[src/rmbc_pkg.sv]
package rmbc_pkg;

  // ----------------------------------------------------------------
  // Register map (byte addresses)
  // ----------------------------------------------------------------
  localparam int                 RMBC_AW      = 10;
  localparam logic [RMBC_AW-1:0] RMBC_A_CTRL  = 10'h000;
  localparam logic [RMBC_AW-1:0] RMBC_A_STAT  = 10'h004;
  localparam logic [RMBC_AW-1:0] RMBC_A_DSTAT = 10'h008;
  localparam logic [RMBC_AW-1:0] RMBC_A_UCNT  = 10'h00C;
  localparam logic [RMBC_AW-1:0] RMBC_A_SPTR  = 10'h010;
  localparam logic [RMBC_AW-1:0] RMBC_A_DEFV  = 10'h014;
  localparam logic [RMBC_AW-1:0] RMBC_A_MZS   = 10'h018;
  localparam logic [RMBC_AW-1:0] RMBC_A_EMB   = 10'h01C;
  localparam logic [RMBC_AW-1:0] RMBC_A_LIEND = 10'h020;
  localparam logic [RMBC_AW-1:0] RMBC_A_ML0   = 10'h024;
  localparam logic [RMBC_AW-1:0] RMBC_A_ML1   = 10'h028;
  localparam logic [RMBC_AW-1:0] RMBC_A_LOST  = 10'h02C;
  localparam logic [RMBC_AW-1:0] RMBC_A_RXST  = 10'h030;
  localparam logic [1:0]         RMBC_A_PPI   = 2'b01;

  // ----------------------------------------------------------------
  // Field positions
  // ----------------------------------------------------------------
  localparam int RMBC_C_GO   = 0;
  localparam int RMBC_C_KIND = 1;
  localparam int RMBC_C_FLD  = 2;
  localparam int RMBC_C_CCLR = 6;
  localparam int RMBC_C_GRST = 7;
  localparam int RMBC_C_DCLR = 8;
  localparam int RMBC_S_BUSY = 0;
  localparam int RMBC_S_ERR  = 1;
  localparam int RMBC_S_WP   = 2;
  localparam int RMBC_S_ILL  = 3;
  localparam int RMBC_S_POS  = 4;

  // ----------------------------------------------------------------
  // Reset values and field constants
  // ----------------------------------------------------------------
  localparam logic [7:0]  RMBC_DSTAT_RST = 8'h00;
  localparam logic [31:0] RMBC_UCNT_RST  = 32'h0000_0000;
  localparam logic [3:0]  RMBC_POS_FIRST = 4'h1;
  localparam logic [3:0]  RMBC_GRP_LEN   = 4'h5;
  localparam logic [2:0]  RMBC_SET_BLKS  = 3'h5;
  localparam logic [2:0]  RMBC_DEF_THR   = 3'h3;
  localparam logic [4:0]  RMBC_SET_FIRST = 5'h02;
  localparam logic [4:0]  RMBC_SET_LAST  = 5'h1C;
  localparam logic [7:0]  RMBC_FMT_PTR   = 8'h02;
  localparam logic [7:0]  RMBC_FMT_WRK   = 8'h03;
  localparam logic [7:0]  RMBC_PTR_DSTAT = 8'h10;
  localparam logic [10:0] RMBC_LAST_IDX  = 11'h7FF;
  localparam logic [10:0] RMBC_PPI_LO    = 11'h016;
  localparam logic [10:0] RMBC_PPI_HI    = 11'h055;
  localparam logic [10:0] RMBC_GRP_IDX   = 11'h080;

  typedef enum logic [1:0]
  {
    RMBC_G_IDLE  = 2'b00,
    RMBC_G_FETCH = 2'b01,
    RMBC_G_FORM  = 2'b10,
    RMBC_G_SEND  = 2'b11
  } rmbc_gen_type;

  // Pre-pit copy byte class: 0 zero filler, 1 data, 2 field id
  function automatic logic [1:0] rmbc_ppi_class(input logic [5:0] o);
    logic [2:0] b;
    b = o[2:0];
    if (o > 6'd32)
      rmbc_ppi_class = 2'd0;
    else if (b == 3'd0)
      rmbc_ppi_class = 2'd2;
    else if (o[5:3] == 3'd0)
      rmbc_ppi_class = (b < 3'd7) ? 2'd1 : 2'd0;
    else if (o[5:3] == 3'd1)
      rmbc_ppi_class = (b > 3'd2 && b < 3'd6) ? 2'd1 : 2'd0;
    else
      rmbc_ppi_class = (b < 3'd7 && o[5:3] != 3'd4) ? 2'd1 : 2'd0;
  endfunction

  function automatic logic rmbc_dstat_legal(input logic [7:0] s);
    case (s)
      8'h00, 8'h11, 8'h12, 8'h13, 8'h80, 8'h92, 8'h93:
        rmbc_dstat_legal = 1'b1;
      default:
        rmbc_dstat_legal = 1'b0;
    endcase
  endfunction

endpackage

[src/rmbc_byte_mem.sv]
`timescale 1ns/100ps
module rmbc_byte_mem
(
  // Clock
  input  wire logic       mclk,
  // Write port
  input  wire logic       wr_en,
  input  wire logic [5:0] wr_addr,
  input  wire logic [7:0] wr_data,
  // Read port
  input  wire logic [5:0] rd_addr,
  output logic      [7:0] rd_data_r
);
  logic [7:0] mem [0:63];

  always_ff @(posedge mclk)
  begin
    if (wr_en)
      mem[wr_addr] <= wr_data;
    rd_data_r <= mem[rd_addr];
  end
endmodule

[src/rmbc_set_defect.sv]
`timescale 1ns/100ps
module rmbc_set_defect
  import rmbc_pkg::*;
(
  // Clock and reset
  input  wire logic        mclk,
  input  wire logic        rst_n,
  // Control
  input  wire logic        clr,
  // Block results
  input  wire logic        blk_valid,
  input  wire logic        blk_fail,
  input  wire logic [4:0]  blk_set,
  // Packed defect bits
  output logic      [31:0] defect_vec_r
);
  logic [4:0] cur_set_r;
  logic [2:0] nblk_r;
  logic [2:0] nfail_r;
  logic       fresh;
  logic [2:0] nblk_nxt;
  logic [2:0] nfail_nxt;

  // A new set index, or a full set, starts a new tally
  always_comb
  begin
    fresh     = (blk_set != cur_set_r) || (nblk_r == RMBC_SET_BLKS);
    nblk_nxt  = fresh ? 3'd1 : nblk_r + 3'd1;
    nfail_nxt = (fresh ? 3'd0 : nfail_r) + {2'b00, blk_fail};
  end

  always_ff @(posedge mclk or negedge rst_n)
  begin
    if (!rst_n)
    begin
      cur_set_r <= 5'h00;
      nblk_r    <= 3'd0;
      nfail_r   <= 3'd0;
    end
    else if (clr)
    begin
      nblk_r  <= 3'd0;
      nfail_r <= 3'd0;
    end
    else if (blk_valid)
    begin
      cur_set_r <= blk_set;
      nblk_r    <= nblk_nxt;
      nfail_r   <= nfail_nxt;
    end
  end

  // Set n sits at bit n-1; bit 0 and bits 28..31 never set
  always_ff @(posedge mclk or negedge rst_n)
  begin
    if (!rst_n)
      defect_vec_r <= 32'h0000_0000;
    else if (clr)
      defect_vec_r <= 32'h0000_0000;
    else if (blk_valid && nblk_nxt == RMBC_SET_BLKS &&
             blk_set >= RMBC_SET_FIRST && blk_set <= RMBC_SET_LAST)
      defect_vec_r[blk_set - 5'd1] <= (nfail_nxt >= RMBC_DEF_THR);
  end
endmodule

[src/rmbc_top.sv]
// The register offsets and the APB interface to the registers were chosen for this implementation.
`timescale 1ns/100ps
// Notes on behaviour
// - Pre-pit copy with ids 01..05, zero fillers
// - Byte 128: low nibble length, high position
// - Group length 5, positions run 1 to 5
// - All blocks of a group share length
// - Rewrite counter starts 0, plus one per rewrite
// - Counter carries over into next segment
// - Set pointer bytes 4-7, bytes 8-15 zero
// - At most two failing blocks: usable
// - Three or more failing blocks: defective
// - Defect bits packed sets 2..28, rest zero
// - Pointer fields 2 to 14 all zero
// - Working field 0 zone and address bytes
// - Working format bytes read 0003
// - Status MSB or hole means protected
// - Codes 00,11,12,13 blank/format/complete/middle
// - Codes 80,92,93 protected variants
// - Only the seven codes may be written
// - Byte 3 zero, disc identifier ignored
// - Five segments, 28 sets, five blocks each
// - Pointer format bytes read 0002
module rmbc_top
  import rmbc_pkg::*;
(
  // Clock and reset
  input  wire logic                        mclk,
  input  wire logic                        rst_n,
  // APB slave
  input  wire logic                        psel,
  input  wire logic                        penable,
  input  wire logic                        pwrite,
  input  wire logic [rmbc_pkg::RMBC_AW-1:0] paddr,
  input  wire logic [31:0]                 pwdata,
  output logic                             pready,
  output logic      [31:0]                 prdata,
  output logic                             pslverr,
  // Cartridge write-inhibit hole
  input  wire logic                        wp_hole_pin,
  // Field byte stream out
  output logic      [7:0]                  tx_data,
  output logic                             tx_valid,
  output logic                             tx_last,
  input  wire logic                        tx_ready,
  // Field byte stream back
  input  wire logic                        rx_valid,
  input  wire logic                        rx_sof,
  input  wire logic [7:0]                  rx_data,
  // Per-block error detection result
  input  wire logic                        edc_valid,
  input  wire logic                        edc_fail,
  input  wire logic [4:0]                  edc_set,
  // Status
  output logic                             wprot,
  output logic                             chk_err
);
  import rmbc_pkg::*;

  // ----------------------------------------------------------------
  // Declarations
  // ----------------------------------------------------------------
  logic         kind_r;
  logic [3:0]   fld_r;
  logic [7:0]   dstat_r;
  logic [31:0]  ucnt_r;
  logic [31:0]  sptr_r;
  logic [31:0]  mzs_r;
  logic [4:0]   emb_r;
  logic [31:0]  addr_r [0:3];
  logic [3:0]   pos_r;
  logic         ill_r;
  logic [7:0]   rx_stat_r;
  logic [10:0]  rx_idx_r;
  logic         hole_s1_r;
  logic         hole_s2_r;
  rmbc_gen_type gst_r;
  logic [10:0]  gidx_r;
  logic         wr_acc;
  logic         acc;
  logic         go;
  logic         err_clr;
  logic         mapped;
  logic [31:0]  rd_word;
  logic [7:0]   mem_rd;
  logic [31:0]  defect_vec;
  logic [8:0]   gfix;
  logic [7:0]   gvar;
  logic [8:0]   cfix;
  logic [10:0]  cidx;
  logic         cerr;
  logic         gdone;

  // ----------------------------------------------------------------
  // Byte helpers
  // ----------------------------------------------------------------
  // Multi-byte numbers except the defect bits go out most significant byte first
  function automatic logic [7:0] wbyte(input logic [31:0] w,
                                       input logic [1:0]  i);
    wbyte = w[{~i, 3'b000} +: 8];
  endfunction

  // Returns {fixed, value}; non-fixed bytes carry data
  function automatic logic [8:0] fixed_byte(input logic        k,
                                            input logic [3:0]  f,
                                            input logic [10:0] i);
    logic [5:0] po;
    po = 6'(i - RMBC_PPI_LO);
    fixed_byte = {1'b1, 8'h00};
    if (k && f != 4'd0)
      fixed_byte = {1'b0, 8'h00};
    else if (f == 4'd0)
    begin
      if (i == 11'd1)
        fixed_byte = {1'b1, k ? RMBC_FMT_WRK : RMBC_FMT_PTR};
      else if (i == 11'd2)
        fixed_byte = k ? {1'b0, 8'h00} : {1'b1, RMBC_PTR_DSTAT};
      else if (i >= 11'd4 && i <= 11'd21)
        fixed_byte = {1'b0, 8'h00};
      else if (i >= RMBC_PPI_LO && i <= RMBC_PPI_HI)
      begin
        case (rmbc_ppi_class(po))
          2'd1:    fixed_byte = {1'b0, 8'h00};
          2'd2:    fixed_byte = {1'b1, 5'd0, 3'(po[5:3] + 3'd1)};
          default: fixed_byte = {1'b1, 8'h00};
        endcase
      end
      else if (k && i >= 11'd86 && i <= 11'd107 && i != 11'd91)
        fixed_byte = {1'b0, 8'h00};
      else if (i == RMBC_GRP_IDX)
        fixed_byte = {1'b0, 8'h00};
    end
    else if (f == 4'd1 && (i < 11'd8 || (i >= 11'd16 && i <= 11'd19)))
      fixed_byte = {1'b0, 8'h00};
  endfunction

  // ----------------------------------------------------------------
  // APB slave: one wait state, answer on the second access cycle
  // ----------------------------------------------------------------
  assign acc    = psel && penable && pready;
  assign wr_acc = acc && pwrite;
  assign mapped = (paddr[9:8] == RMBC_A_PPI) || (paddr <= RMBC_A_RXST);
  assign go     = wr_acc && paddr == RMBC_A_CTRL && pwdata[RMBC_C_GO] &&
                  gst_r == RMBC_G_IDLE;
  assign err_clr = wr_acc && paddr == RMBC_A_STAT && pwdata[RMBC_S_ERR];

  always_comb
  begin
    rd_word = 32'h0000_0000;
    case (paddr)
      RMBC_A_CTRL:  rd_word = {27'd0, fld_r, kind_r};
      RMBC_A_STAT:  rd_word = {24'd0, pos_r, ill_r, wprot, chk_err,
                               gst_r != RMBC_G_IDLE};
      RMBC_A_DSTAT: rd_word = {24'd0, dstat_r};
      RMBC_A_UCNT:  rd_word = ucnt_r;
      RMBC_A_SPTR:  rd_word = sptr_r;
      RMBC_A_DEFV:  rd_word = defect_vec;
      RMBC_A_MZS:   rd_word = mzs_r;
      RMBC_A_EMB:   rd_word = {27'd0, emb_r};
      RMBC_A_LIEND: rd_word = addr_r[0];
      RMBC_A_ML0:   rd_word = addr_r[1];
      RMBC_A_ML1:   rd_word = addr_r[2];
      RMBC_A_LOST:  rd_word = addr_r[3];
      RMBC_A_RXST:  rd_word = {24'd0, rx_stat_r};
      default:      rd_word = 32'h0000_0000;
    endcase
  end

  always_ff @(posedge mclk or negedge rst_n)
  begin
    if (!rst_n)
    begin
      pready  <= 1'b0;
      prdata  <= 32'h0000_0000;
      pslverr <= 1'b0;
    end
    else
    begin
      pready  <= psel && penable && !pready;
      prdata  <= rd_word;
      pslverr <= psel && penable && !pready && (!mapped ||
                 (pwrite && paddr == RMBC_A_DSTAT &&
                  !rmbc_dstat_legal(pwdata[7:0])));
    end
  end

  // ----------------------------------------------------------------
  // Configuration registers
  // ----------------------------------------------------------------
  always_ff @(posedge mclk or negedge rst_n)
  begin
    if (!rst_n)
    begin
      kind_r    <= 1'b0;
      fld_r     <= 4'h0;
      sptr_r    <= 32'h0000_0000;
      mzs_r     <= 32'h0000_0000;
      emb_r     <= 5'h00;
      addr_r[0] <= 32'h0000_0000;
      addr_r[1] <= 32'h0000_0000;
      addr_r[2] <= 32'h0000_0000;
      addr_r[3] <= 32'h0000_0000;
    end
    else if (wr_acc)
    begin
      case (paddr)
        RMBC_A_CTRL:
        begin
          if (gst_r == RMBC_G_IDLE)
          begin
            kind_r <= pwdata[RMBC_C_KIND];
            fld_r  <= pwdata[RMBC_C_FLD +: 4];
          end
        end
        RMBC_A_SPTR:  sptr_r    <= pwdata;
        RMBC_A_MZS:   mzs_r     <= pwdata;
        RMBC_A_EMB:   emb_r     <= pwdata[4:0];
        RMBC_A_LIEND: addr_r[0] <= pwdata;
        RMBC_A_ML0:   addr_r[1] <= pwdata;
        RMBC_A_ML1:   addr_r[2] <= pwdata;
        RMBC_A_LOST:  addr_r[3] <= pwdata;
        default:      kind_r    <= kind_r;
      endcase
    end
  end

  // Illegal codes are refused and the old one stays
  always_ff @(posedge mclk or negedge rst_n)
  begin
    if (!rst_n)
    begin
      dstat_r <= RMBC_DSTAT_RST;
      ill_r   <= 1'b0;
    end
    else if (wr_acc && paddr == RMBC_A_DSTAT)
    begin
      if (rmbc_dstat_legal(pwdata[7:0]))
        dstat_r <= pwdata[7:0];
      ill_r <= !rmbc_dstat_legal(pwdata[7:0]);
    end
  end

  // Counter is never cleared on a segment change, only by software
  always_ff @(posedge mclk or negedge rst_n)
  begin
    if (!rst_n)
      ucnt_r <= RMBC_UCNT_RST;
    else if (wr_acc && paddr == RMBC_A_CTRL && pwdata[RMBC_C_CCLR])
      ucnt_r <= RMBC_UCNT_RST;
    else if (gdone && !kind_r && fld_r == 4'd1)
      ucnt_r <= ucnt_r + 32'd1;
  end

  // Position steps 1..5 after each field 0 block
  always_ff @(posedge mclk or negedge rst_n)
  begin
    if (!rst_n)
      pos_r <= RMBC_POS_FIRST;
    else if (wr_acc && paddr == RMBC_A_CTRL && pwdata[RMBC_C_GRST])
      pos_r <= RMBC_POS_FIRST;
    else if (gdone && fld_r == 4'd0)
      pos_r <= (pos_r == RMBC_GRP_LEN) ? RMBC_POS_FIRST : pos_r + 4'd1;
  end

  // ----------------------------------------------------------------
  // Write-protect: status MSB or the cartridge hole
  // ----------------------------------------------------------------
  always_ff @(posedge mclk or negedge rst_n)
  begin
    if (!rst_n)
    begin
      hole_s1_r <= 1'b0;
      hole_s2_r <= 1'b0;
      wprot     <= 1'b0;
    end
    else
    begin
      hole_s1_r <= wp_hole_pin;
      hole_s2_r <= hole_s1_r;
      wprot     <= dstat_r[7] || hole_s2_r;
    end
  end

  // ----------------------------------------------------------------
  // Field generator
  // ----------------------------------------------------------------
  // At least three cycles per byte: address, memory data into the byte, then send
  assign gfix  = fixed_byte(kind_r, fld_r, gidx_r);
  assign gdone = gst_r == RMBC_G_SEND && tx_ready && gidx_r == RMBC_LAST_IDX;

  always_comb
  begin
    gvar = 8'h00;
    if (fld_r == 4'd0)
    begin
      if (gidx_r == 11'd2)
        gvar = dstat_r;
      else if (gidx_r >= RMBC_PPI_LO && gidx_r <= RMBC_PPI_HI)
        gvar = mem_rd;
      else if (gidx_r == RMBC_GRP_IDX)
        gvar = {pos_r, RMBC_GRP_LEN};
      else if (gidx_r >= 11'd86 && gidx_r <= 11'd89)
        gvar = wbyte(mzs_r, gidx_r[1:0] - 2'd2);
      else if (gidx_r == 11'd90)
        gvar = {3'b000, emb_r};
      else if (gidx_r >= 11'd92 && gidx_r <= 11'd107)
        gvar = wbyte(addr_r[2'(4'(gidx_r[5:2]) - 4'd7)], gidx_r[1:0]);
    end
    else if (!kind_r && fld_r == 4'd1)
    begin
      if (gidx_r < 11'd4)
        gvar = wbyte(ucnt_r, gidx_r[1:0]);
      else if (gidx_r < 11'd8)
        gvar = wbyte(sptr_r, gidx_r[1:0]);
      else
        gvar = defect_vec[{gidx_r[1:0], 3'b000} +: 8];
    end
  end

  always_ff @(posedge mclk or negedge rst_n)
  begin
    if (!rst_n)
    begin
      gst_r    <= RMBC_G_IDLE;
      gidx_r   <= 11'd0;
      tx_data  <= 8'h00;
      tx_valid <= 1'b0;
      tx_last  <= 1'b0;
    end
    else
    begin
      case (gst_r)
        RMBC_G_IDLE:
        begin
          gidx_r <= 11'd0;
          if (go)
            gst_r <= RMBC_G_FETCH;
        end
        RMBC_G_FETCH:
          gst_r <= RMBC_G_FORM;
        RMBC_G_FORM:
        begin
          tx_data  <= gfix[8] ? gfix[7:0] : gvar;
          tx_valid <= 1'b1;
          tx_last  <= gidx_r == RMBC_LAST_IDX;
          gst_r    <= RMBC_G_SEND;
        end
        RMBC_G_SEND:
        begin
          if (tx_ready)
          begin
            tx_valid <= 1'b0;
            tx_last  <= 1'b0;
            gidx_r   <= gidx_r + 11'd1;
            gst_r    <= (gidx_r == RMBC_LAST_IDX) ? RMBC_G_IDLE : RMBC_G_FETCH;
          end
        end
        default:
          gst_r <= RMBC_G_IDLE;
      endcase
    end
  end

  rmbc_byte_mem u_ppi
  (
    .mclk      (mclk),
    .wr_en     (wr_acc && paddr[9:8] == RMBC_A_PPI),
    .wr_addr   (paddr[7:2]),
    .wr_data   (pwdata[7:0]),
    .rd_addr   (6'(gidx_r - RMBC_PPI_LO)),
    .rd_data_r (mem_rd)
  );

  // ----------------------------------------------------------------
  // Readback checker
  // ----------------------------------------------------------------
  assign cidx = rx_sof ? 11'd0 : rx_idx_r;
  assign cfix = fixed_byte(kind_r, fld_r, cidx);

  always_comb
  begin
    cerr = cfix[8] && rx_data != cfix[7:0];
    if (kind_r && fld_r == 4'd0 && cidx == 11'd2)
      cerr = !rmbc_dstat_legal(rx_data);
    else if (fld_r == 4'd0 && cidx == RMBC_GRP_IDX)
      cerr = rx_data[3:0] != RMBC_GRP_LEN || rx_data[7:4] == 4'd0 ||
             rx_data[7:4] > RMBC_GRP_LEN;
  end

  always_ff @(posedge mclk or negedge rst_n)
  begin
    if (!rst_n)
    begin
      rx_idx_r  <= 11'd0;
      rx_stat_r <= 8'h00;
    end
    else if (rx_valid)
    begin
      rx_idx_r <= cidx + 11'd1;
      if (cidx == 11'd2 && fld_r == 4'd0)
        rx_stat_r <= rx_data;
    end
  end

  // Sticky error: a new error wins over a clear in the same cycle
  always_ff @(posedge mclk or negedge rst_n)
  begin
    if (!rst_n)
      chk_err <= 1'b0;
    else if (rx_valid && cerr)
      chk_err <= 1'b1;
    else if (err_clr)
      chk_err <= 1'b0;
  end

  // ----------------------------------------------------------------
  // Set defect tally
  // ----------------------------------------------------------------
  rmbc_set_defect u_defect
  (
    .mclk         (mclk),
    .rst_n        (rst_n),
    .clr          (wr_acc && paddr == RMBC_A_CTRL && pwdata[RMBC_C_DCLR]),
    .blk_valid    (edc_valid),
    .blk_fail     (edc_fail),
    .blk_set      (edc_set),
    .defect_vec_r (defect_vec)
  );
endmodule

[config.mk]
export PLATFORM = sky130hd
export DESIGN_NAME = rmbc_top
export DESIGN_NICKNAME = d
export VERILOG_FILES = /design/src/rmbc_pkg.sv /design/src/rmbc_byte_mem.sv /design/src/rmbc_set_defect.sv /design/src/rmbc_top.sv
export SDC_FILE = /design/constraint.sdc
export NUM_CORES = 1
export LEC_CHECK = 0
export BUFFER_PORTS_ARGS = -buffer_cell sky130_fd_sc_hd__buf_2
export CELL_PAD_IN_SITES_DETAIL_PLACEMENT = 0
export CELL_PAD_IN_SITES_GLOBAL_PLACEMENT = 1
export CORE_MARGIN = 1.5
export CORE_UTILIZATION = 50
export CTS_CLUSTER_SIZE = 14
export DETAILED_ROUTE_END_ITERATION = 6
export PLACE_DENSITY_LB_ADDON = 0.1
export SLEW_MARGIN = 5
export SYNTH_ARGS = -nofsm -noshare
export SYNTH_HDL_FRONTEND = slang
export SYNTH_SLANG_ARGS = --single-unit
[constraint.sdc]
create_clock -name mclk -period 5 [get_ports mclk]
set_input_delay 1 -clock mclk [delete_from_list [all_inputs] [get_ports mclk]]
set_output_delay 1 -clock mclk [all_outputs]
set_load 0.05 [all_outputs]
==> results of run 1 <==
[metal layers]
layer  vias to the layer above  wire length (um)  track usage
li1                      10908                 -            -
met1                     13635             48820       0.4053
met2                      1244             59080       0.4878
met3                       271              9176      0.04889
met4                         0              5221       0.1222
met5                         -                 0            0
[worst max-delay path: stages (launching register included)]
cell,delay (ps)
dfrtp_1,570
inv_1,240
ha_1,240
a21oi_1,100
xnor2_1,630
inv_2,370
ha_1,300
nand2b_1,160
o21ba_2,200
nor2_1,80
or3_1,150
inv_1,60
ha_1,200
o221ai_1,280
a31oi_1,240
a21boi_0,190
a211o_1,310
[cell families (layout without fill, tap and decap cells)]
| kind of cell | Yosys count | count (layout) | share of synthesized area |
|---|---|---|---|
| mux | 484 | 484 | 0.1900 |
| simple gates | 637 | 637 | 0.07779 |
| fa+ha+maj | 33 | 33 | 0.01024 |
| flops | 890 | 890 | 0.6147 |
| buf+inv | 218 | 406 | 0.02267 |
| xor+xnor | 48 | 48 | 0.01042 |
| compound gates | 407 | 407 | 0.07426 |
[layout by cell type (no fill, tap or decap), types with 17 or more instances in the layout]
cell	count
edfxtp_1	512
mux2_2	222
a22o_1	38
dfrtp_1	366
o21ai_0	60
clkbuf_8	17
a221oi_1	37
nor3_1	35
xnor2_1	26
a22oi_1	37
buf_4	68
xor2_1	22
ha_1	31
mux4_2	203
clkbuf_1	18
buf_2	110
nand4_1	20
mux2i_1	59
a222oi_1	31
o211ai_1	17
nor2_1	188
inv_1	45
or3_1	20
nor2b_1	18
and3_1	25
nand3_1	85
clkbuf_16	97
nand2_1	145
a21oi_1	61
[power breakdown]
group	total (mW)	switching [mW]	internal, mW
logic	2.44	1.41	1.03
clock network	7.06	3.01	4.05
registers	8.06	0.186	7.88
[final cells by class]
| type | count | share of cell area |
|---|---|---|
| clock buffer | 132 | 0.06020 |
| clock inverter | 41 | 0.009467 |
| inverter | 49 | 0.004057 |
| multi-input combinational | 1609 | 0.3242 |
| sequential | 890 | 0.5472 |
| tap | 1050 | 0.02898 |
| timing repair buffer | 184 | 0.02595 |
[worst paths after layout]
kind	to	slack (ps)	cells past startpoint
setup / recovery	tx_data[2]	600	16
hold / removal	addr_r[90]	330	1
setup reg to reg	tx_data[2]	600	16
hold reg to reg	hole_s2_r	350	0
max in group asynchronous	ucnt_r[15]	3470	2
min in group mclk	hole_s2_r	350	0
[cell usage after synthesis, drive strengths merged (37+ instances only)]
cell    count  share of area
inv        47         0.0044
a22oi      37         0.0069
mux2      222          0.062
o21ai      64         0.0079
clkbuf     89         0.0083
nor2      193          0.018
mux4      203           0.11
a221oi     37         0.0080
nor3       41         0.0054
dfrtp     369           0.23
a21oi      62         0.0078
buf        80         0.0098
mux2i      59          0.015
nand3      85          0.011
nand2     145          0.013
edfxtp    512           0.38
a22o       38         0.0083
[sequential cells by signal, indices dropped and copies added (netlist names), 5 cells and up]
name                   flops
u_ppi.mem                512
addr_r                   128
mzs_r                     32
prdata                    32
sptr_r                    32
u_defect.defect_vec_r     32
ucnt_r                    32
gidx_r                    11
rx_idx_r                  11
dstat_r                    8
rx_stat_r                  8
tx_data                    8
u_ppi.rd_data_r            8
emb_r                      5
u_defect.cur_set_r         5
[stage by stage]
step	cells	util	hold slack (ps)
after floorplan	2717	-	331.2
after global placement	3782	0.5312	342.7
after detailed placement	3782	0.5312	349.1
after CTS	3955	0.5710	356.2
after global routing	3955	0.5710	358.4
final	3955	0.5710	327.8
==> results.json, run 1 <==
{
  "detail_route.wl_per_cell_um": 30.92,
  "row_count": 103,
  "antenna_left": 0,
  "fill_cells": 6361,
  "antenna_found_initial": 1,
  "final_nets": 2927,
  "synth_warnings": 0,
  "grt_pass1_vias": 26187,
  "core-area_um2": 79390,
  "syn-cell-area_um2": 40340,
  "max-slew-margin-rel": 0.2530,
  "synth_area_per_cell_um2": 14.85,
  "power_leakage_nw": 17.05,
  "setup_tns_ps": 0,
  "cts_root_buffer": "clkbuf_16",
  "cp.arrival_ps": 4910,
  "hold_violations": 0,
  "antenna_cells": 0,
  "multi_input_area_um2": 14700,
  "ys_seq_area_frac": 0.6147,
  "routed_via_density": 6.589,
  "r2r_start": "gidx_r[3]",
  "yosys.cell_types.count": 89,
  "register_area_um2": 24800,
  "io_buffers": 111,
  "setup.worst_path.start": "gidx_r[3]",
  "cp_max_fo": 19,
  "critical_path_required_ps": 5500,
  "crit_path_start_kind": "flop",
  "drc": 0,
  "die_y_um": 287.0,
  "hpwl_um": 82190,
  "routed_wl_um": 122300,
  "status": "completed",
  "cts_setup_buffers": 0,
  "overflow": 0,
  "grt_max_degree": 102,
  "start_util": 0.5081,
  "dp_slack_ps": 697.4,
  "syn_inst": 2717,
  "cts_buffers": 94,
  "cts_tree": "built",
  "p_per_area_nw_per_um2": 387.4,
  "postLayoutCellArea_um2": 45330,
  "fin_ws_ps": 595.6,
  "syn_to_final_growth_pct": 12.38,
  "grt_usage": 0.3002,
  "cts_hold_buf": 0,
  "synthArstFlopShare": 0.4157,
  "rsz0062_at_grt": "no",
  "hold_path.class": "in -> async",
  "clock_sinks": 890,
  "h-tree-depth": 3,
  "ys_seq_elements": 890,
  "setup_viol": 0,
  "ios": 112,
  "gp_congestion": 0.9388,
  "via_count": 26058,
  "timing.fmax_ghz": 0.2270,
  "ir_drop_v": 0.0003373,
  "maxSlewViolCount": 0,
  "synth_edf_count": 512,
  "end_kind": "flop",
  "drv_cap": 0,
  "critical_path_class": "reg -> reg",
  "clkTransAtPathRegs_ps": 60,
  "power_mw": 17.56,
  "cts_resized": 0,
  "finalClockSkew_ps": 80.49,
  "die_area_um2": 82390,
  "chipWidth_um": 287.0,
  "tightest_slew_ps": 1118,
  "drt_first_iter_violations": 3256,
  "synth_fp_nets": 2816,
  "insertion_delay_ps": 700,
  "placed_area_um2": 42170,
  "max-clock-path-buffers": 3,
  "drive_gt1_frac": 0.2740,
  "grt_pass1_wl_um": 179900,
  "fin_crit_sh": 0.8809,
  "first_pass_iters": 6,
  "min_period_ps": 4404,
  "synth_top_flop_cell": "edfxtp_1"
}
(Power assumes the default switching activity.)
==> run 2: changes to the inputs <==
--- a/config.mk
+++ b/config.mk
@@ -8,8 +8,10 @@
 export BUFFER_PORTS_ARGS = -buffer_cell sky130_fd_sc_hd__buf_2
 export CELL_PAD_IN_SITES_DETAIL_PLACEMENT = 0
 export CELL_PAD_IN_SITES_GLOBAL_PLACEMENT = 1
+export CORE_ASPECT_RATIO = 2
 export CORE_MARGIN = 1.5
 export CORE_UTILIZATION = 50
+export CTS_BUF_LIST = sky130_fd_sc_hd__clkbuf_8
 export CTS_CLUSTER_SIZE = 14
 export DETAILED_ROUTE_END_ITERATION = 6
 export PLACE_DENSITY_LB_ADDON = 0.1
==> run 2 against run 1 <==
Against the previous run:
- the run now ends with design-rule violations left
- non-clock buffer count increased by 30
- routed wire length grew 9.1%
- cell area fell by 0.87%
- register-to-register slack improved by 370 ps
- sequential cell count is the same
- cell count grew 2.0%
- maximum frequency up 9.3%
- setup slack improved by 370 ps
- combinational power is essentially flat
- critical path type unchanged
- critical endpoint is now tx_data[0]
- largest power group unchanged
==> results.json, run 2 (synthesis gave the netlist of run 1 again) <==
{
  "status": "complete, but fails checks",
  "violations": "design-rule violations",
  "overflow": 0,
  "ios": 112,
  "mostFrequentLayoutCells": "512 x edfxtp_1, 366 x dfrtp_1, 222 x mux2_2, 203 x mux4_2, 188 x nor2_1",
  "die_y_um": 404.7,
  "dp_slack_ps": 788.9,
  "ir_drop_v": 0.0003014,
  "max-slew-margin-rel": 0.2232,
  "power_mw": 16.31,
  "cts_buffers": 130,
  "finalClockSkew_ps": 31.84,
  "clkTransAtPathRegs_ps": 60,
  "critPathSlowestCell": "dfrtp_1",
  "antenna_found_initial": 6,
  "grt_pass1_wl_um": 192900,
  "finalCoreUtilization": 0.5616,
  "largest_register_ffs": 512,
  "drive_gt1_frac": 0.2871,
  "row_count": 147,
  "grt_pass1_vias": 27322,
  "drc": 2,
  "setup_viol": 0,
  "hold_path.class": "in -> async",
  "rsz0062_at_grt": "no",
  "crit_family": "compound AO/OA/AOI/OAI gates",
  "cts_root_buffer": "clkbuf_8",
  "cts_setup_buffers": 0,
  "setup_tns_ps": 0,
  "critical_path_required_ps": 5690,
  "io_buffers": 111,
  "max-clock-path-buffers": 3,
  "hold_violations": 0,
  "final_nets": 2993,
  "cp.arrival_ps": 4720,
  "final_common_cell": "edfxtp_1",
  "cp_common_cell": "ha_1",
  "end_kind": "flop",
  "maxSlewViolCount": 0,
  "grt_usage": 0.3324,
  "reg.largest.list": "u_ppi.mem (512), addr_r (128)",
  "cts_tree": "built",
  "largest-register": "u_ppi.mem",
  "die_area_um2": 82490,
  "core-area_um2": 80010,
  "postLayoutCellArea_um2": 44940,
  "routed_wl_um": 133500,
  "timing.fmax_ghz": 0.2481,
  "routed_via_density": 6.469,
  "hpwl_um": 95110,
  "critical_path_class": "reg -> reg",
  "via_count": 26089,
  "h-tree-depth": 4,
  "critPathMaxStageDelay_ps": 560,
  "placed_area_um2": 42410,
  "insertion_delay_ps": 810,
  "drv_cap": 0,
  "tightest_slew_ps": 1165,
  "cts_resized": 0,
  "detail_route.wl_per_cell_um": 33.09,
  "fin_crit_sh": 0.8062,
  "first_pass_iters": 7,
  "cts_hold_buf": 0,
  "cp_cell_sequence": "inv_1, ha_1, a21oi_1, xnor2_1, inv_2, ha_1, nand2b_1, o21ba_2, nor2_1, or3_1, inv_1, ha_1, o221ai_1, and4_1, a32o_1, a21o_1",
  "min_period_ps": 4031,
  "chipWidth_um": 203.8,
  "gp_congestion": 0.9601,
  "path_buf_inv": 3,
  "antenna_left": 0,
  "grt_max_degree": 111,
  "drt_first_iter_violations": 2307,
  "start_util": 0.5042,
  "crit_path_start_kind": "flop",
  "clock_sinks": 890,
  "p_per_area_nw_per_um2": 363.0,
  "syn_to_final_growth_pct": 11.40,
  "power_leakage_nw": 17.10,
  "fin_ws_ps": 968.8,
  "cp_max_fo": 15
}
run 2: cell types whose count changed in the layout (fill, tap and decap cells not counted), moves of 4 or more:
cell	delta
clkbuf_16	-97
inv_1	+38
clkbuf_8	+135
clkbuf_1	-18
buf_4	+28
clkinvlp_4	+4
run 2: final timing paths:
kind | start | slack (ps) | cells past startpoint | to
worst max-delay path | gidx_r[3] | 970 | 16 | tx_data[0]
worst min-delay path | rst_n | 190 | 1 | prdata[24]
worst max register to register | gidx_r[3] | 970 | 16 | tx_data[0]
worst min register to register | hole_s1_r | 370 | 0 | hole_s2_r
max in group asynchronous | rst_n | 3580 | 2 | addr_r[74]
min in group mclk | hole_s1_r | 370 | 0 | hole_s2_r
run 2: report_power, final:
group	leakage, nW	switching [mW]	total [mW]	internal [mW]
Sequential	9.77	0.201	8.07	7.87
Clock	1.43	2.84	5.77	2.93
Combinational	5.90	1.44	2.47	1.03
Total	17.1	4.48	16.3	11.8
run 2: layout make-up:
type	instances	area (um^2)
tap	1043	1305
antenna	2	5.005
clock inverter	74	424.2
clock buffer	152	2092
inverter	49	183.9
sequential	890	24800
timing repair buffer	214	1426
multi-input combinational	1609	14700
fill	6491	35070
run 2: stage by stage:
stage               hold WS (ps)  instances
floorplan                  331.2       2717
global placement           333.0       3805
detailed placement         345.7       3805
CTS                        245.5       4031
global route               291.1       4032
finish                     187.8       4033
run 2: per-layer routing:
| layer | vias up | GRT usage | part of all wire |
|---|---|---|---|
| met5 | - | 0 | 0 |
| met4 | 0 | 0.2629 | 0.094 |
| met3 | 409 | 0.05735 | 0.054 |
| met2 | 1107 | 0.5955 | 0.53 |
| met1 | 13525 | 0.3376 | 0.32 |
| li1 | 11048 | - | - |
==> run 3: changes to the inputs <==
--- a/config.mk
+++ b/config.mk
@@ -5,12 +5,13 @@
 export SDC_FILE = /design/constraint.sdc
 export NUM_CORES = 1
 export LEC_CHECK = 0
+export ABC_AREA = 1
 export BUFFER_PORTS_ARGS = -buffer_cell sky130_fd_sc_hd__buf_2
 export CELL_PAD_IN_SITES_DETAIL_PLACEMENT = 0
 export CELL_PAD_IN_SITES_GLOBAL_PLACEMENT = 1
 export CORE_ASPECT_RATIO = 2
 export CORE_MARGIN = 1.5
-export CORE_UTILIZATION = 50
+export CORE_UTILIZATION = 46
 export CTS_BUF_LIST = sky130_fd_sc_hd__clkbuf_8
 export CTS_CLUSTER_SIZE = 14
 export DETAILED_ROUTE_END_ITERATION = 6
==> constraint.sdc (replaced) <==
create_clock -name mclk -period 3.65 [get_ports mclk]
set_input_delay 0.73 -clock mclk [delete_from_list [all_inputs] [get_ports mclk]]
set_output_delay 0.73 -clock mclk [all_outputs]
set_load 0.05 [all_outputs]
==> run 3 against run 2 <==
Against the previous run:
- the flow still finishes with violations (design-rule violations)
- hold slack got worse by 46 ps
- clock skew grew 5.1 ps
- setup slack got worse by 640 ps
- sequential share of layout area shrank 2.5 points
- critical path depth rose by 1
- maximum frequency grew 21%
- cell count rose by 46%
- area after synthesis increased by 2.8%
- synthesized cell count is 61% higher
==> results.json, run 3 <==
{
  "cts_buffers": 134,
  "min_period_ps": 3319,
  "hpwl_um": 110900,
  "setup_tns_ps": 0,
  "drt_first_iter_violations": 2889,
  "final_common_cell": "nand2_1",
  "antenna_found_initial": 2,
  "synth_area_per_cell_um2": 9.460,
  "hold_violations": 0,
  "critPathCapture": "tx_data[1]",
  "h-tree-depth": 4,
  "synth_commonest_cells": "709 x nand2_1, 693 x o21ai_0, 528 x nor2_1",
  "chipWidth_um": 215.3,
  "cts_root_buffer": "clkbuf_8",
  "grt_max_degree": 115,
  "drc": 1,
  "syn-cell-area_um2": 41480,
  "maxSlewViolCount": 0,
  "clkTransAtPathRegs_ps": 80,
  "fill_cells": 8476,
  "final_nets": 4715,
  "setup_viol": 0,
  "largest_register_ffs": 512,
  "critical_path_required_ps": 4390,
  "largest-register": "u_ppi.mem",
  "synth_top_flop_cell": "edfxtp_1",
  "drv_cap": 0,
  "synth_fp_nets": 4484,
  "postLayoutCellArea_um2": 47040,
  "insertion_delay_ps": 870,
  "multi_input_area_um2": 14390,
  "max-slew-margin-rel": 0.09679,
  "rsz0062_at_grt": "no",
  "mostFrequentLayoutCells": "704 x nand2_1, 693 x o21ai_0, 527 x nor2_1, 512 x edfxtp_1, 377 x inv_1",
  "crit_path_start_kind": "flop",
  "syn_to_final_growth_pct": 13.40,
  "hold_path.class": "in -> reg",
  "max-clock-path-buffers": 3,
  "grt_usage": 0.3389,
  "start_util": 0.4650,
  "cp.arrival_ps": 4060,
  "yosys.area.top_type": "edfxtp_1",
  "core-area_um2": 89210,
  "yosys.cell_types.count": 61,
  "overflow": 0,
  "die_y_um": 427.7,
  "ys_seq_area_frac": 0.5977,
  "cp_max_fo": 8,
  "setup.worst_path.start": "gidx_r[1]",
  "violations": "design-rule violations",
  "critical_path_class": "reg -> reg",
  "via_count": 34401,
  "row_count": 155,
  "status": "complete, but fails checks",
  "io_buffers": 111,
  "ir_drop_v": 0.0004396,
  "synth_top_area_share": 0.3706,
  "routed_via_density": 5.826,
  "clock_sinks": 890,
  "first_pass_iters": 7,
  "end_kind": "flop",
  "fin_crit_sh": 0.9094,
  "finalClockSkew_ps": 36.90,
  "detail_route.wl_per_cell_um": 26.27,
  "register_area_um2": 24810,
  "antenna_left": 0,
  "synth_area_leaders": "edfxtp_1 37%, dfrtp_1 22%, o21ai_0 8.4%",
  "ys_seq_elements": 890,
  "tightest_slew_ps": 1341,
  "syn_inst": 4385,
  "die_area_um2": 92100,
  "cts_tree": "built",
  "grt_pass1_wl_um": 225600,
  "placed_area_um2": 44470,
  "routed_wl_um": 155100,
  "gp_congestion": 0.9817,
  "synthArstFlopShare": 0.4157,
  "timing.fmax_ghz": 0.3013,
  "reg2reg_slack_ps": 330,
  "grt_pass1_vias": 34127,
  "r2r_start": "gidx_r[1]",
  "reg2reg_depth": 17,
  "reg.largest.list": "u_ppi.mem (512), addr_r (128)",
  "reg2reg_to": "tx_data[1]",
  "power_leakage_nw": 18.96,
  "p_per_area_nw_per_um2": 577.6,
  "drive_gt1_frac": 0.1293,
  "synth_warnings": 0,
  "yosysMostFrequentCell": "nand2_1",
  "ios": 112,
  "cts_setup_buffers": 0,
  "synth_edf_count": 512
}
## run 3: cell count changes after synthesis, moves of 119 or more
cell	delta
inv_1	+297
mux2_2	-221
mux4_2	-203
nand2_1	+564
nand3_1	+143
nor2_1	+336
o21ai_0	+633
o22ai_1	+119
## run 3: where the power goes
| part | leakage, nW | total [mW] | internal [mW] | switching (mW) |
|---|---|---|---|---|
| sequential | 9.56 | 11.0 | 10.8 | 0.203 |
| clock | 1.44 | 7.93 | 3.83 | 4.10 |
| combinational | 7.96 | 8.21 | 2.26 | 5.95 |
| total | 19.0 | 27.2 | 16.9 | 10.3 |
## run 3: repair_timing
| item | CTS | global route |
|---|---|---|
| hold endpoints to repair | 75 | 0 |
| hold buffers | 2 | 0 |
| gates resized for setup | 0 | 0 |
| setup endpoints to repair | 0 | 0 |
## run 3: metal layers
layer,part of all wire,vias up,global-route usage
met5,0,-,0
met4,0.086,0,0.2547
met3,0.049,489,0.05404
met2,0.53,1300,0.6269
met1,0.34,16806,0.3405
li1,-,15806,-
## run 3: final cells by class
cell class,count,share of cell area
clock inverters,96,0.01019
multi-input cells,2893,0.3060
diodes,2,0.0001064
clock buffers,150,0.04389
flip-flops and latches,890,0.5273
repair buffers,327,0.05139
well taps,1177,0.03131
inverters,370,0.02982
## run 3: through the flow
stage	hold slack (ps)	setup slack, ps	instances	util	power (mW)
floorplan	331.2	176.8	4385	-	15.68
global placement	338.6	-270.5	5655	0.4984	19.30
detailed placement	345.1	195.6	5655	0.4985	19.31
CTS	54.77	336.1	5903	0.5272	27.25
global route	133.8	33.53	5904	0.5273	28.30
finish	142.3	330.8	5905	0.5273	27.17
## run 3: worst min path at each step
stage	startpoint	end	slack, ps	cells past startpoint
2_1_floorplan	hole_s1_r	hole_s2_r	330	0
4_1_cts	penable	pready	50	3
3_5_place_dp	hole_s1_r	hole_s2_r	350	0
6_report	penable	pready	140	3
5_1_grt	penable	pready	130	3
3_3_place_gp	hole_s1_r	hole_s2_r	340	0
## run 3: cell families (layout without fill, tap and decap cells)
logic type	after synthesis	in the layout	synth area share
fa+ha+maj	33	33	0.009954
flops	890	890	0.5977
xor+xnor	14	14	0.002956
other cells	0	2	0
mux	3	3	0.0007541
buf+inv	602	943	0.05607
simple gates	1639	1639	0.1683
compound gates	1204	1204	0.1643
## run 3: critical path, cell delays in order, from the launching register on
cell      delay (ps)
dfrtp_4          540
ha_1             290
xor2_2           470
clkinv_1         370
ha_1             290
inv_1             40
o21ai_0           60
o21ai_0           80
nand2_1          100
inv_1             60
ha_1             140
inv_1             40
nand3_1           80
nand3_2          180
nand2_1          130
nand3_1           90
nand3_1          150
nand2_1           60
